**src/hdl/umf_pkg.sv**
```systemverilog
// package for the serial mode and transmit flow control block
// assumes one 200 MHz clock, byte-wide register port, active-low async reset
package umf_pkg;
   // ==========================================================
   // register layout
   localparam logic [7:0] UMF_PRIMARY_RESET = 8'h00;
   localparam logic [7:0] UMF_SECONDARY_RESET = 8'h00;
   localparam int UMF_RX_RTS_BIT = 7;
   localparam int UMF_PM_LSB = 3;
   localparam int UMF_PT_BIT = 2;
   localparam int UMF_BC_LSB = 0;
   localparam int UMF_CM_LSB = 6;
   localparam int UMF_TX_RTS_BIT = 5;
   localparam int UMF_TX_CTS_BIT = 4;
   // ==========================================================
   // encodings
   localparam logic [1:0] UMF_PM_WITH = 2'h0;
   localparam logic [1:0] UMF_PM_FORCE = 2'h1;
   localparam logic [1:0] UMF_PM_NONE = 2'h2;
   localparam logic [1:0] UMF_PM_MULTI = 2'h3;
   localparam logic [1:0] UMF_CM_NORMAL = 2'h0;
   localparam logic [1:0] UMF_CM_ECHO = 2'h1;
   localparam logic [1:0] UMF_CM_LOCAL = 2'h2;
   localparam logic [1:0] UMF_CM_REMOTE = 2'h3;
   // ==========================================================
   // timing
   localparam int UMF_CLOCK_MHZ = 200;
   localparam int UMF_BAUD = 115200;
   localparam int UMF_BIT_CYCLES = (UMF_CLOCK_MHZ * 1000000) / UMF_BAUD;
   // ==========================================================
   // carriers
   typedef struct packed {
      logic [1:0] parity_mode_field;
      logic parity_type_bit;
      logic [1:0] char_len;
   } umf_frame_t;
   typedef enum logic [3:0] {
      UMF_IDLE = 4'h1,
      UMF_SHIFT = 4'h2,
      UMF_RTS_WAIT = 4'h4,
      UMF_CTS_WAIT = 4'h8
   } umf_tx_state_t;
endpackage

```
**src/hdl/umf_mode_flow.sv**
```systemverilog
// one channel: mode registers, pointer, tx framer with cts/rts flow
// assumes byte register port, remote device on txd/rxd/cts pins
`timescale 1ns/10ps
module umf_mode_flow #(
   parameter int BIT_CYCLES = umf_pkg::UMF_BIT_CYCLES
) (
   input wire logic clock,
   input wire logic rst_n,
   input wire logic reg_sel_mode,
   input wire logic reg_wr,
   input wire logic reg_rd,
   input wire logic [7:0] reg_wdata,
   input wire logic ptr_reset,
   input wire logic modem_mode,
   input wire logic rts_set,
   output logic [7:0] reg_rdata,
   output logic ptr_secondary,
   input wire logic tx_valid,
   input wire logic [7:0] tx_data,
   output logic tx_ready,
   output logic rx_valid,
   output logic [7:0] rx_data,
   output logic rx_parity_err,
   output logic rx_addr_char,
   input wire logic rxd,
   input wire logic cts_n,
   output logic txd,
   output logic rts_n,
   output logic [1:0] channel_mode,
   output logic rx_rts_active
);
   // ==========================================================
   // mode registers and pointer
   logic [7:0] primary_reg, secondary_reg;
   logic ptr_reg;
   logic [7:0] rdata_reg;
   wire access = reg_sel_mode & (reg_wr | reg_rd);
   wire wr_primary = reg_sel_mode & reg_wr & ~ptr_reg;
   wire wr_secondary = reg_sel_mode & reg_wr & ptr_reg;
   wire [7:0] sel_data = ptr_reg ? secondary_reg : primary_reg;
   always_ff @(posedge clock or negedge rst_n)
   begin
      if (!rst_n)
      begin
         primary_reg <= umf_pkg::UMF_PRIMARY_RESET;
         secondary_reg <= umf_pkg::UMF_SECONDARY_RESET;
         ptr_reg <= 1'b0;
         rdata_reg <= 8'h00;
      end
      else
      begin
         if (wr_primary)
            primary_reg <= reg_wdata;
         if (wr_secondary)
            secondary_reg <= reg_wdata;
         // pointer only moves forward from primary; secondary holds it
         if (ptr_reset)
            ptr_reg <= 1'b0;
         else if (access && !ptr_reg)
            ptr_reg <= 1'b1;
         if (reg_sel_mode && reg_rd)
            rdata_reg <= sel_data;
      end
   end
   assign reg_rdata = rdata_reg;
   assign ptr_secondary = ptr_reg;
   // ==========================================================
   // field decode
   wire [1:0] pm = primary_reg[umf_pkg::UMF_PM_LSB +: 2];
   wire pt = primary_reg[umf_pkg::UMF_PT_BIT] & ~modem_mode;
   wire [1:0] bc = modem_mode ? 2'h3 : primary_reg[umf_pkg::UMF_BC_LSB +: 2];
   wire rx_rts_raw = primary_reg[umf_pkg::UMF_RX_RTS_BIT];
   wire tx_rts_raw = secondary_reg[umf_pkg::UMF_TX_RTS_BIT];
   wire both_rts = rx_rts_raw & tx_rts_raw;
   wire tx_rts_en = tx_rts_raw & ~both_rts & ~modem_mode;
   wire cts_en = secondary_reg[umf_pkg::UMF_TX_CTS_BIT] & ~modem_mode;
   wire [1:0] cm = secondary_reg[umf_pkg::UMF_CM_LSB +: 2];
   wire [3:0] nbits = 4'h5 + {2'h0, bc};
   wire has_par = modem_mode ? 1'b0 : (pm != umf_pkg::UMF_PM_NONE);
   wire [7:0] dmask = 8'hFF >> (4'h8 - nbits);
   function automatic logic par_of(input logic [7:0] d, input logic [1:0] m, input logic t);
      case (m)
         umf_pkg::UMF_PM_WITH: par_of = ^d ^ t;
         umf_pkg::UMF_PM_FORCE: par_of = t;
         default: par_of = t;
      endcase
   endfunction
   // ==========================================================
   // pin synchronisers, three stages
   logic [2:0] rxd_s, cts_s;
   logic cts_asserted_reg, rxd_reg;
   always_ff @(posedge clock or negedge rst_n)
   begin
      if (!rst_n)
      begin
         rxd_s <= 3'h7;
         cts_s <= 3'h7;
         cts_asserted_reg <= 1'b0;
         rxd_reg <= 1'b1;
      end
      else
      begin
         rxd_s <= {rxd_s[1:0], rxd};
         cts_s <= {cts_s[1:0], cts_n};
         if (cts_s[2] == cts_s[1])
            cts_asserted_reg <= ~cts_s[2];
         if (rxd_s[2] == rxd_s[1])
            rxd_reg <= rxd_s[2];
      end
   end
   // ==========================================================
   // two-entry buffer ahead of the framer
   logic [7:0] buf_mem [2];
   logic buf_wp, buf_rp;
   logic [1:0] buf_cnt;
   wire buf_push = tx_valid & (buf_cnt != 2'h2);
   wire buf_empty = (buf_cnt == 2'h0);
   logic buf_pop;
   assign tx_ready = (buf_cnt != 2'h2);
   always_ff @(posedge clock or negedge rst_n)
   begin
      if (!rst_n)
      begin
         buf_wp <= 1'b0;
         buf_rp <= 1'b0;
         buf_cnt <= 2'h0;
      end
      else
      begin
         if (buf_push)
            buf_wp <= ~buf_wp;
         if (buf_pop)
            buf_rp <= ~buf_rp;
         buf_cnt <= buf_cnt + {1'b0, buf_push} - {1'b0, buf_pop};
      end
   end
   always_ff @(posedge clock)
   begin
      if (buf_push)
         buf_mem[buf_wp] <= tx_data;
   end
   // ==========================================================
   // transmitter
   umf_pkg::umf_tx_state_t st_reg;
   logic [10:0] sh_reg;
   logic [3:0] left_reg;
   logic [15:0] bcnt_reg;
   logic rts_reg, txd_reg;
   wire bit_tick = (bcnt_reg == 16'(BIT_CYCLES - 1));
   wire cts_ok = ~cts_en | cts_asserted_reg;
   wire [7:0] head = buf_mem[buf_rp] & dmask;
   // frame lsb first: start, data, parity if enabled, one stop; idle ones fill the rest
   wire [10:0] par_pos = 11'h001 << (nbits + 4'h1);
   wire par_bit = par_of(head, pm, pt);
   wire [10:0] frame_ones = {2'b00, head, 1'b0} | (11'h7FF << (nbits + 4'h1));
   wire [10:0] frame_fix = (frame_ones & ~(has_par ? par_pos : 11'h000))
                           | ((has_par && par_bit) ? par_pos : 11'h000);
   wire [3:0] frame_len = nbits + 4'h2 + {3'h0, has_par};
   assign buf_pop = (st_reg == umf_pkg::UMF_IDLE || st_reg == umf_pkg::UMF_RTS_WAIT
                    || st_reg == umf_pkg::UMF_CTS_WAIT) && !buf_empty && cts_ok;
   always_ff @(posedge clock or negedge rst_n)
   begin
      if (!rst_n)
      begin
         st_reg <= umf_pkg::UMF_IDLE;
         sh_reg <= 11'h7FF;
         left_reg <= 4'h0;
         bcnt_reg <= 16'h0000;
         rts_reg <= 1'b0;
         txd_reg <= 1'b1;
      end
      else
      begin
         bcnt_reg <= bit_tick ? 16'h0000 : bcnt_reg + 16'h0001;
         if (rts_set)
            rts_reg <= 1'b1;
         unique case (st_reg)
            umf_pkg::UMF_IDLE, umf_pkg::UMF_CTS_WAIT, umf_pkg::UMF_RTS_WAIT:
            begin
               txd_reg <= 1'b1;
               if (buf_pop)
               begin
                  sh_reg <= frame_fix;
                  left_reg <= frame_len;
                  bcnt_reg <= 16'h0000;
                  txd_reg <= 1'b0;
                  st_reg <= umf_pkg::UMF_SHIFT;
               end
               else if (!buf_empty)
                  st_reg <= umf_pkg::UMF_CTS_WAIT;
               else if (st_reg == umf_pkg::UMF_RTS_WAIT && bit_tick)
               begin
                  if (tx_rts_en && !rts_set)
                     rts_reg <= 1'b0;
                  st_reg <= umf_pkg::UMF_IDLE;
               end
            end
            umf_pkg::UMF_SHIFT:
            begin
               // frame is latched; cts is no longer looked at
               if (bit_tick)
               begin
                  sh_reg <= {1'b1, sh_reg[10:1]};
                  txd_reg <= sh_reg[1];
                  left_reg <= left_reg - 4'h1;
                  if (left_reg == 4'h1)
                  begin
                     txd_reg <= 1'b1;
                     st_reg <= tx_rts_en ? umf_pkg::UMF_RTS_WAIT : umf_pkg::UMF_IDLE;
                  end
               end
            end
         endcase
      end
   end
   // ==========================================================
   // receiver and loop selection
   logic rx_line;
   logic [7:0] rx_sh_reg;
   logic [3:0] rx_left_reg;
   logic [15:0] rx_cnt_reg;
   logic rx_busy_reg, rxv_reg, rxpe_reg, rxa_reg, rxpar_reg;
   logic [7:0] rxd_out_reg;
   logic txd_pin_reg;
   assign rx_line = (cm == umf_pkg::UMF_CM_LOCAL) ? txd_reg : rxd_reg;
   wire rx_mid = (rx_cnt_reg == 16'(BIT_CYCLES - 1));
   always_ff @(posedge clock or negedge rst_n)
   begin
      if (!rst_n)
      begin
         rx_busy_reg <= 1'b0;
         rx_sh_reg <= 8'h00;
         rx_left_reg <= 4'h0;
         rx_cnt_reg <= 16'h0000;
         rxv_reg <= 1'b0;
         rxpe_reg <= 1'b0;
         rxa_reg <= 1'b0;
         rxpar_reg <= 1'b0;
         rxd_out_reg <= 8'h00;
         txd_pin_reg <= 1'b1;
      end
      else
      begin
         rxv_reg <= 1'b0;
         // echo and remote loop return the received line instead of the framer
         txd_pin_reg <= (cm == umf_pkg::UMF_CM_ECHO || cm == umf_pkg::UMF_CM_REMOTE)
                        ? rxd_reg : (cm == umf_pkg::UMF_CM_LOCAL ? 1'b1 : txd_reg);
         if (!rx_busy_reg)
         begin
            if (!rx_line)
            begin
               rx_busy_reg <= 1'b1;
               rx_cnt_reg <= 16'(BIT_CYCLES / 2);
               // start sample is shifted in too and later pushed out of the bottom
               rx_left_reg <= nbits + {3'h0, has_par} + 4'h2;
            end
         end
         else
         begin
            rx_cnt_reg <= rx_mid ? 16'h0000 : rx_cnt_reg + 16'h0001;
            if (rx_mid)
            begin
               rx_left_reg <= rx_left_reg - 4'h1;
               if (rx_left_reg > {3'h0, has_par} + 4'h1)
                  rx_sh_reg <= {rx_line, rx_sh_reg[7:1]};
               else if (rx_left_reg == 4'h2 && has_par)
                  rxpar_reg <= rx_line;
               else
               begin
                  rx_busy_reg <= 1'b0;
                  rxv_reg <= (cm != umf_pkg::UMF_CM_REMOTE);
                  rxd_out_reg <= (rx_sh_reg >> (4'h8 - nbits)) & dmask;
                  rxpe_reg <= has_par && pm != umf_pkg::UMF_PM_MULTI
                     && (rxpar_reg != par_of((rx_sh_reg >> (4'h8 - nbits)) & dmask, pm, pt));
                  rxa_reg <= has_par && pm == umf_pkg::UMF_PM_MULTI && rxpar_reg;
               end
            end
         end
      end
   end
   assign txd = txd_pin_reg;
   assign rts_n = ~rts_reg;
   assign channel_mode = secondary_reg[umf_pkg::UMF_CM_LSB +: 2];
   assign rx_rts_active = primary_reg[umf_pkg::UMF_RX_RTS_BIT] & ~tx_rts_raw & ~modem_mode;
   assign rx_valid = rxv_reg;
   assign rx_data = rxd_out_reg;
   assign rx_parity_err = rxpe_reg;
   assign rx_addr_char = rxa_reg;
   // ==========================================================
   // checks
   ptr_adv_a: assert property (@(posedge clock) disable iff (!rst_n)
      access && !ptr_reg && !ptr_reset |=> ptr_reg) else $error("pointer did not advance");
   ptr_hold_a: assert property (@(posedge clock) disable iff (!rst_n)
      ptr_reg && !ptr_reset |=> ptr_reg) else $error("secondary access moved pointer");
   sec_guard_a: assert property (@(posedge clock) disable iff (!rst_n)
      !ptr_reg |=> $stable(secondary_reg)) else $error("secondary written off pointer");
   ptr_clr_a: assert property (@(posedge clock) disable iff (!rst_n)
      ptr_reset |=> !ptr_reg) else $error("pointer reset ignored");
   cts_hold_a: assert property (@(posedge clock) disable iff (!rst_n)
      cts_en && !cts_asserted_reg && st_reg != umf_pkg::UMF_SHIFT |=> txd_reg) else $error("sent without cts");
   shift_keep_a: assert property (@(posedge clock) disable iff (!rst_n)
      st_reg == umf_pkg::UMF_SHIFT && !bit_tick |=> st_reg == umf_pkg::UMF_SHIFT) else $error("character broken");
   rts_keep_a: assert property (@(posedge clock) disable iff (!rst_n)
      !tx_rts_en && rts_reg |=> rts_reg) else $error("rts dropped without control");
   both_rts_a: assert property (@(posedge clock) disable iff (!rst_n)
      both_rts |-> !tx_rts_en && !rx_rts_active) else $error("dual rts not disabled");
endmodule // umf_mode_flow

```
**config.mk**
```make
export PLATFORM = sky130hd
export DESIGN_NAME = umf_mode_flow
export DESIGN_NICKNAME = d
export VERILOG_FILES = /design/src/hdl/umf_pkg.sv /design/src/hdl/umf_mode_flow.sv
export SDC_FILE = /design/constraint.sdc
export NUM_CORES = 1
export LEC_CHECK = 0
export BUFFER_PORTS_ARGS = -buffer_cell sky130_fd_sc_hd__buf_4
export CORE_MARGIN = 8
export CORE_UTILIZATION = 31
export DETAILED_ROUTE_END_ITERATION = 7
export PLACE_DENSITY = 0.53
export REMOVE_ABC_BUFFERS = 1
export SKIP_CTS_REPAIR_TIMING = 1
export SLEW_MARGIN = 5
export SYNTH_ARGS = -nofsm -noshare
export SYNTH_HDL_FRONTEND = slang
export SYNTH_SLANG_ARGS = --single-unit
```
**constraint.sdc**
```tcl
create_clock -name clock -period 2.7 [get_ports clock]
set_input_delay 0 -clock clock [delete_from_list [all_inputs] [get_ports clock]]
set_output_delay 0 -clock clock [all_outputs]
set_load 0.005 [all_outputs]
```
==> results of run 1 <==
==> path summary, 6_finish.rpt <==
| kind | depth (start not counted) | start | slack (ns) | end |
|---|---|---|---|---|
| max | 9 | primary_reg[1] | 0.11 | sh_reg[7] |
| min | 2 | rst_n | 0.11 | bcnt_reg[11] |
| max reg2reg | 9 | primary_reg[1] | 0.11 | sh_reg[7] |
| min reg2reg | 0 | cts_s[0] | 0.36 | cts_s[1] |
| max in group asynchronous | 3 | rst_n | 1.78 | txd_reg |
| min in group clock | 2 | rxd | 0.22 | rxd_s[0] |
==> per-layer routing <==
layer	up-vias	part of all wire
li1	2503	-
met1	2396	0.46
met2	71	0.49
met3	9	0.039
met4	0	0.0098
met5	-	0
==> kinds of logic after synthesis <==
logic type	after synthesis
simple gates	219
compound gates	131
flops	131
mux	55
buf+inv	54
xor+xnor	41
fa+ha+maj	20
==> layout by cell type, fill, tap and decap left out, drive strengths merged, types with 4 or more instances in the layout <==
master / netlist / layout
dfstp: 20 / 20
a221oi: 5 / 5
o21ai: 54 / 54
dfrtp: 95 / 95
nand3: 21 / 21
o22ai: 5 / 5
xnor2: 19 / 19
mux2i: 21 / 21
nand4: 8 / 8
clkinv: 0 / 4
edfxtp: 16 / 16
clkbuf: 22 / 23
a21oi: 37 / 37
nor2b: 6 / 6
and2: 4 / 4
o21a: 5 / 5
nor3: 18 / 18
buf: 9 / 84
nor2: 61 / 61
nand2: 56 / 56
or2: 4 / 4
a22o: 5 / 5
nor3b: 6 / 6
dlygate4sd3: 0 / 24
ha: 19 / 19
inv: 23 / 26
xor2: 19 / 19
mux2: 33 / 33
and3: 10 / 10
or3: 4 / 4
nor4: 6 / 6
==> worst max-delay path, delay by kind of cell, from the launching register on <==
kind                     cells  cell delay (ns)
AO/OA/AOI/OAI                3             0.63
XOR/XNOR                     2             0.61
AND/OR/NAND/NOR              2             0.51
flip-flops                   1             0.38
adder cells (fa/ha/maj)      1             0.23
buffers and inverters        1             0.16
==> power breakdown <==
| group | leakage, nW | switching (mW) | internal (mW) |
|---|---|---|---|
| Sequential | 1.55 | 0.371 | 2.50 |
| Clock | 0.270 | 0.877 | 1.29 |
| Combinational | 1.84 | 1.15 | 1.06 |
| Total | 3.66 | 2.40 | 4.85 |
==> cell type report <==
class                      instances  area [um^2]
clock buffer                      23        489.2
clock inverter                     9        70.07
fill                            2095        13140
inverter                          23        86.33
multi-input combinational        466         3147
sequential                       131         3383
tap                              280        350.3
timing repair buffer             108        883.3
==> results.md, run 1 <==
- Status: finished clean
- Top post-synthesis cells by area: dfrtp_1 35%, dfstp_2 7.8%, edfxtp_1 7.1%
- ANT cells: 0
- Largest net degree at the start of global routing: 50
- Yosys reg bits: 131
- Setup_tns: 0 ns
- CP Launch Type: flip-flop
- Placer Congestion: 0.7854
- Clk sinks: 131
- CTS tree: done
- Endpoint class of the critical path: flip-flop
- M2 GR Usage: 0.1946
- Post-Synthesis Mean Instance Area: 10.36 um^2
- Critical path, cell by cell: or2_2 -> ha_1 -> buf_4 -> a211oi_1 -> xnor3_1 -> nor3_2 -> xnor2_2 -> o31a_1 -> o21ai_1
- Detailed Routing Iterations Pass 1: 5
- Post-Route WL: 15,530 um
- Synth Area in Compound Gates: 0.1156
- Ys flop type: dfrtp_1
- Min-delay worst type: primary input to asynchronous set/reset pin
- Final Cell Area: 8409 um^2
- Fin util: 0.3902
- Core Box Area: 21,550 um^2
- Ys async rst share: 0.8779
- Tot GR Track Use: 0.1220
- Vias post-DR: 4,979
- Area grow syn2layout: 24.74%
- Post-DP HPWL: 11,060 um
- Sequential area share after synthesis: 0.5019
- Final ANT Viol Nets: 0
- Clk buf depth: 2
- Synth cell count leaders: 95 x dfrtp_1, 61 x nor2_1, 56 x nand2_1
- Clk_lat worst skew: 0.42 ns
- Maxcap violations: 0
- Req. time, crit path: 3.05 ns
- Initial Util: 0.3128
- Overall power: 7.250 mW
- Remaining global-route overflow: 0
- Grt met3 use: 0.03402
- Cts bufs inserted: 17
- Mapped Area: 6741 um^2
- Power per cell area: 862.2 nW/um^2
- Row cnt: 54
- Synth area leader: dfrtp_1
- Routed wire per std cell: 14.93 um
- Simple-Gate Fraction of Synth Area: 0.1611
- Met1 usage: 0.1570
- WHS: 0.1065 ns
- Max Fanout on Critical Path: 6
- Post-route insts no fill: 1,040
- Area share of the largest cell type after synthesis: 0.3526
- Max_slew headroom: 0.5056
- Adder-Cell Fraction of Synth Area: 0.03675
- CP arrival: 2.94 ns
- Worst slack, placed: 0.03664 ns
- Post-route DRC: 0
- Slew Viols, Final: 0
- Nets: 793
- Clock Skew: 0.009210 ns
- Post-layout min period: 2.586 ns
- Layout cells sized above 1: 0.2395
- PortBufs: 52
- CP peak stage delay: 0.45 ns
- GRT busiest layer: met2
- DP Area: 7587 um^2
- Fmax: 386.6 MHz
- Root Driver: clkbuf_16
- Final setup viols: 0
- Slowest library cell on the worst path: xnor3_1
- Worst-path clk slew: 0.06 ns
- Die Wd: 163.5 um
- Post-Place Cells: 984
- Setup slack after layout: 0.1136 ns
- Synth warn: 0
- Vias per cell: 4.788
- Number of global-route vias before repair: 4,903
- Gate Count Post-Synth: 651
- Iteration-0 DRC Markers: 250
- Multiplexer area fraction after synthesis: 0.08964
- Critical path class: flip-flop to flip-flop
- Worst VDD drop: 0.0004256 V
- Tcrit/Tclk final: 0.9579
- EDFF count, synth: 16
- Worst Tran Pin Value: 0.7388 ns
- Post-synthesis xor/xnor area fraction: 0.05939
- First-pass GRT wire length: 25,770 um
- Most frequent cell after synthesis: dfrtp_1
- Die Y: 163.5 um
- CTS H-tree lvls: 4
- Die Area: 26,720 um^2
- Leakage: 3.662 nW
- Final hold vios: 0
- I/O Pins: 53
- Main combinational cell family by area after synthesis: simple AND/OR/NAND/NOR gates
- Initial antenna violation count: 0
- Netlist cell types: 59
Note: power is estimated with default switching activity, not from simulation.
==> inputs of run 2 (changes only) <==
- ABC_AREA: not set -> 1
- CORE_UTILIZATION: 31 -> 45
- PLACE_DENSITY: 0.53 -> 0.7
==> results.md, run 2 <==
- Status: finished with violations
- Violated checks: hold timing
- Die Y: 140.4 um (-14%)
- Power per cell area: 839.2 nW/um^2 (-2.7%)
- Vias per cell: 5.067 (+5.8%)
- Clock power share: 0.322 (+0.024)
- Post-route DRC: 0 (unchanged)
- Critical path class: flip-flop to flip-flop
- EDFF count, synth: 16 (unchanged)
- Worst Tran Pin Value: 0.7883 ns (+0.04941 ns)
- Synth area leader: dfrtp_1
- Multiplexer area fraction after synthesis: 0 (-0.08964)
- R2R Path End: rx_parity_err
- Number of global-route vias before repair: 5,658 (+15%)
- Synth warn: 0 (unchanged)
- Most frequent cells in the layout: 260 x nand2_1, 126 x inv_1, 95 x dfrtp_1
- Crit path top cell by count: nand2_1
- Max_slew headroom: 0.4745 (-0.03112)
- P_sw: 2.460 mW (+2.6%)
- Die Area: 19,710 um^2 (-26%)
- Clock Skew: 0.007154 ns (-0.002056 ns)
- Req. time, crit path: 3.01 ns (-0.04 ns)
- Synth cell count leaders: 261 x nand2_1, 126 x inv_1, 95 x dfrtp_1
- Setup crit end: rx_parity_err
- Final hold vios: 1 (+1)
- CP peak stage delay: 0.42 ns (-0.03 ns)
- Cts bufs inserted: 17 (unchanged)
- Post-Route WL: 16,200 um (+4.4%)
- Fill cells: 1,348 (-36%)
- Post-Synthesis Mean Instance Area: 7.860 um^2 (-24%)
- Worst-path clk slew: 0.06 ns (about the same)
- Area share of the largest cell type after synthesis: 0.3414 (-0.01128)
- Leakage: 4.133 nW (+13%)
- Top post-synthesis cells by area: dfrtp_1 34%, nand2_1 14%, dfstp_2 7.5%
- Slowest library cell on the worst path: dfrtp_1
- DP Area: 7574 um^2 (-0.18%)
- Endpoint class of the critical path: flip-flop
- Int Pwr: 4.581 mW (-5.6%)
- Largest net degree at the start of global routing: 62 (+24%)
- Tcrit/Tclk final: 0.8938 (-0.06414)
- Adder-Cell Fraction of Synth Area: 0.03557 (-0.001175)
- Final setup viols: 0 (unchanged)
- Min-delay worst type: primary input to flip-flop
- First-pass GRT wire length: 27,240 um (+5.7%)
- Yosys reg bits: 131 (unchanged)
- Core Box Area: 15,150 um^2 (-30%)
- Row cnt: 45 (-17%)
- Layout cells sized above 1: 0.1439 (-0.09560)
- Synth Area in Compound Gates: 0.1035 (-0.01214)
- Nets: 1,020 (+29%)
- CP Launch Type: flip-flop
- Detailed Routing Iterations Pass 1: 5 (unchanged)
- Post-route insts no fill: 1,175 (+13%)
- Critical path, cell by cell: inv_1 -> nand2_2 -> ha_1 -> ha_1 -> inv_1 -> nor2_2 -> nand2_1 -> nand2_1 -> inv_1 -> nand2_1 -> nand3_1 -> nand2_1 -> inv_1 -> nand2_1 -> nand4_1 -> nand3_1 -> nand2_1
- Ys async rst share: 0.8779 (unchanged)
- Placer Congestion: 0.8791 (+12%)
- Most frequent cell after synthesis: nand2_1
- RSZ-0062 raised after global routing: no
- Gate Count Post-Synth: 886 (+36%)
- Overall power: 7.041 mW (-2.9%)
- Area grow syn2layout: 20.48%
- Most common cell after layout, fill and taps aside: nand2_1
- Root Driver: clkbuf_16
- Fmax: 414.4 MHz (+7.2%)
- Clk sinks: 131 (unchanged)
- Final Cell Area: 8391 um^2 (-0.22%)
- Simple-Gate Fraction of Synth Area: 0.2722 (+0.1111)
- Worst VDD drop: 0.0006436 V (+51%)
- Sequential area share after synthesis: 0.4858 (-0.01605)
- CP arrival: 2.73 ns (-0.21 ns)
- Maxcap violations: 0 (unchanged)
- Switch share: 0.3494 (+0.01856)
- Register share of total power: 0.381 (-0.015)
- Mapped Area: 6964 um^2 (+3.3%)
- Setup_tns: 0 ns (unchanged)
- Post-DP HPWL: 11,600 um (+4.9%)
- Main combinational cell family by area after synthesis: simple AND/OR/NAND/NOR gates
- Final ANT Viol Nets: 0 (unchanged)
- Iteration-0 DRC Markers: 443 (+77%)
- Remaining global-route overflow: 0 (unchanged)
- Routed wire per std cell: 13.79 um (-7.6%)
- PortBufs: 52 (unchanged)
- I/O Pins: 53 (unchanged)
- Clk buf depth: 2 (unchanged)
- Reg2Reg Launch Point: primary_reg[0]
- Initial antenna violation count: 0 (unchanged)
- Die Wd: 140.4 um (-14%)
- CTS H-tree lvls: 4 (unchanged)
- Tot GR Track Use: 0.1712 (+0.04927)
- Reg2reg setup slack: 0.29 ns (+0.17 ns)
- Initial Util: 0.4598 (+0.1470)
- Clk_lat worst skew: 0.43 ns (about the same)
- Worst Setup SP: primary_reg[0]
- Max Fanout on Critical Path: 8 (+2)
- Netlist cell types: 42 (-29%)
- CTS tree: done
- R2r worst-path depth: 17 (+8)
- Slew Viols, Final: 0 (unchanged)
- Post-layout min period: 2.413 ns (-0.1732 ns)
- Comb power frac: 0.298 (-0.007)
- WHS: -0.03911 ns (-0.1456 ns)
- Post-synthesis xor/xnor area fraction: 0.01635 (-0.04304)
- ANT cells: 0 (unchanged)
- Post-Place Cells: 1,120 (+14%)
- Ys flop type: dfrtp_1
- Vias post-DR: 5,954 (+20%)
-- run 2: power by group through the flow --
stage / Sequential [mW] / Combinational [mW] / Clock [mW]
4_1_cts: 2.67 / 2.08 / 2.30
2_1_floorplan: 2.64 / 1.48 / 0
5_1_grt: 2.72 / 2.44 / 2.41
6_report: 2.68 / 2.10 / 2.26
3_5_place_dp: 2.70 / 2.07 / 0
3_3_place_gp: 2.70 / 2.01 / 0
-- run 2: cells by family (layout without fill, tap and decap cells) --
logic type / count (synthesis) / in the layout
XOR/XNOR: 13 / 13
buffers and inverters: 148 / 249
adder cells (fa/ha/maj): 20 / 20
flip-flops: 131 / 131
AO/OA/AOI/OAI: 132 / 132
AND/OR/NAND/NOR: 442 / 442
-- run 2: per-layer routing --
metal  wire length [um]  share of wire  GRT usage  vias up
li1                   -              -          -     3034
met1               7697           0.48     0.2226     2779
met2               7586           0.47     0.2707      123
met3                730          0.045    0.05199       18
met4                189          0.012    0.04800        0
met5                  0              0          0        -
-- run 2: per-stage QoR --
step / utilization / worst slack [ns]
2_1_floorplan: - / 0.4659
3_3_place_gp: 0.5000 / 0.3208
3_5_place_dp: 0.5000 / 0.2194
4_1_cts: 0.5383 / 0.1881
5_1_grt: 0.5540 / 0.009305
6_report: 0.5540 / 0.2868
-- run 2: how the worst min path moves through the flow --
stage                from       endpoint  slack [ns]  cells past startpoint
4_1_cts               rxd       rxd_s[0]       -0.34                      1
6_report       modem_mode  rx_parity_err       -0.04                      4
3_5_place_dp          rxd       rxd_s[0]        0.11                      1
5_1_grt        modem_mode  rx_parity_err       0.001                      4
2_1_floorplan       rst_n    bcnt_reg[0]       -0.30                      0
3_3_place_gp        cts_n       cts_s[0]        0.11                      1
-- run 2: area by class of cell --
cell class	count	area, um^2	share of cell area
sequential	131	3383	0.4032
multi-input combinational	607	2985	0.3558
timing repair buffer	86	715.7	0.08530
inverter	131	491.7	0.05860
clock buffer	20	446.7	0.05324
tap	188	235.2	0.02803
clock inverter	12	132.6	0.01581
-- run 2: critical path: cells and delay by family, from the launching register on --
kind | cells | cell delay, ns
flip-flops | 1 | 0.42
adder cells (fa/ha/maj) | 2 | 0.63
AND/OR/NAND/NOR | 11 | 0.98
buffers and inverters | 4 | 0.25
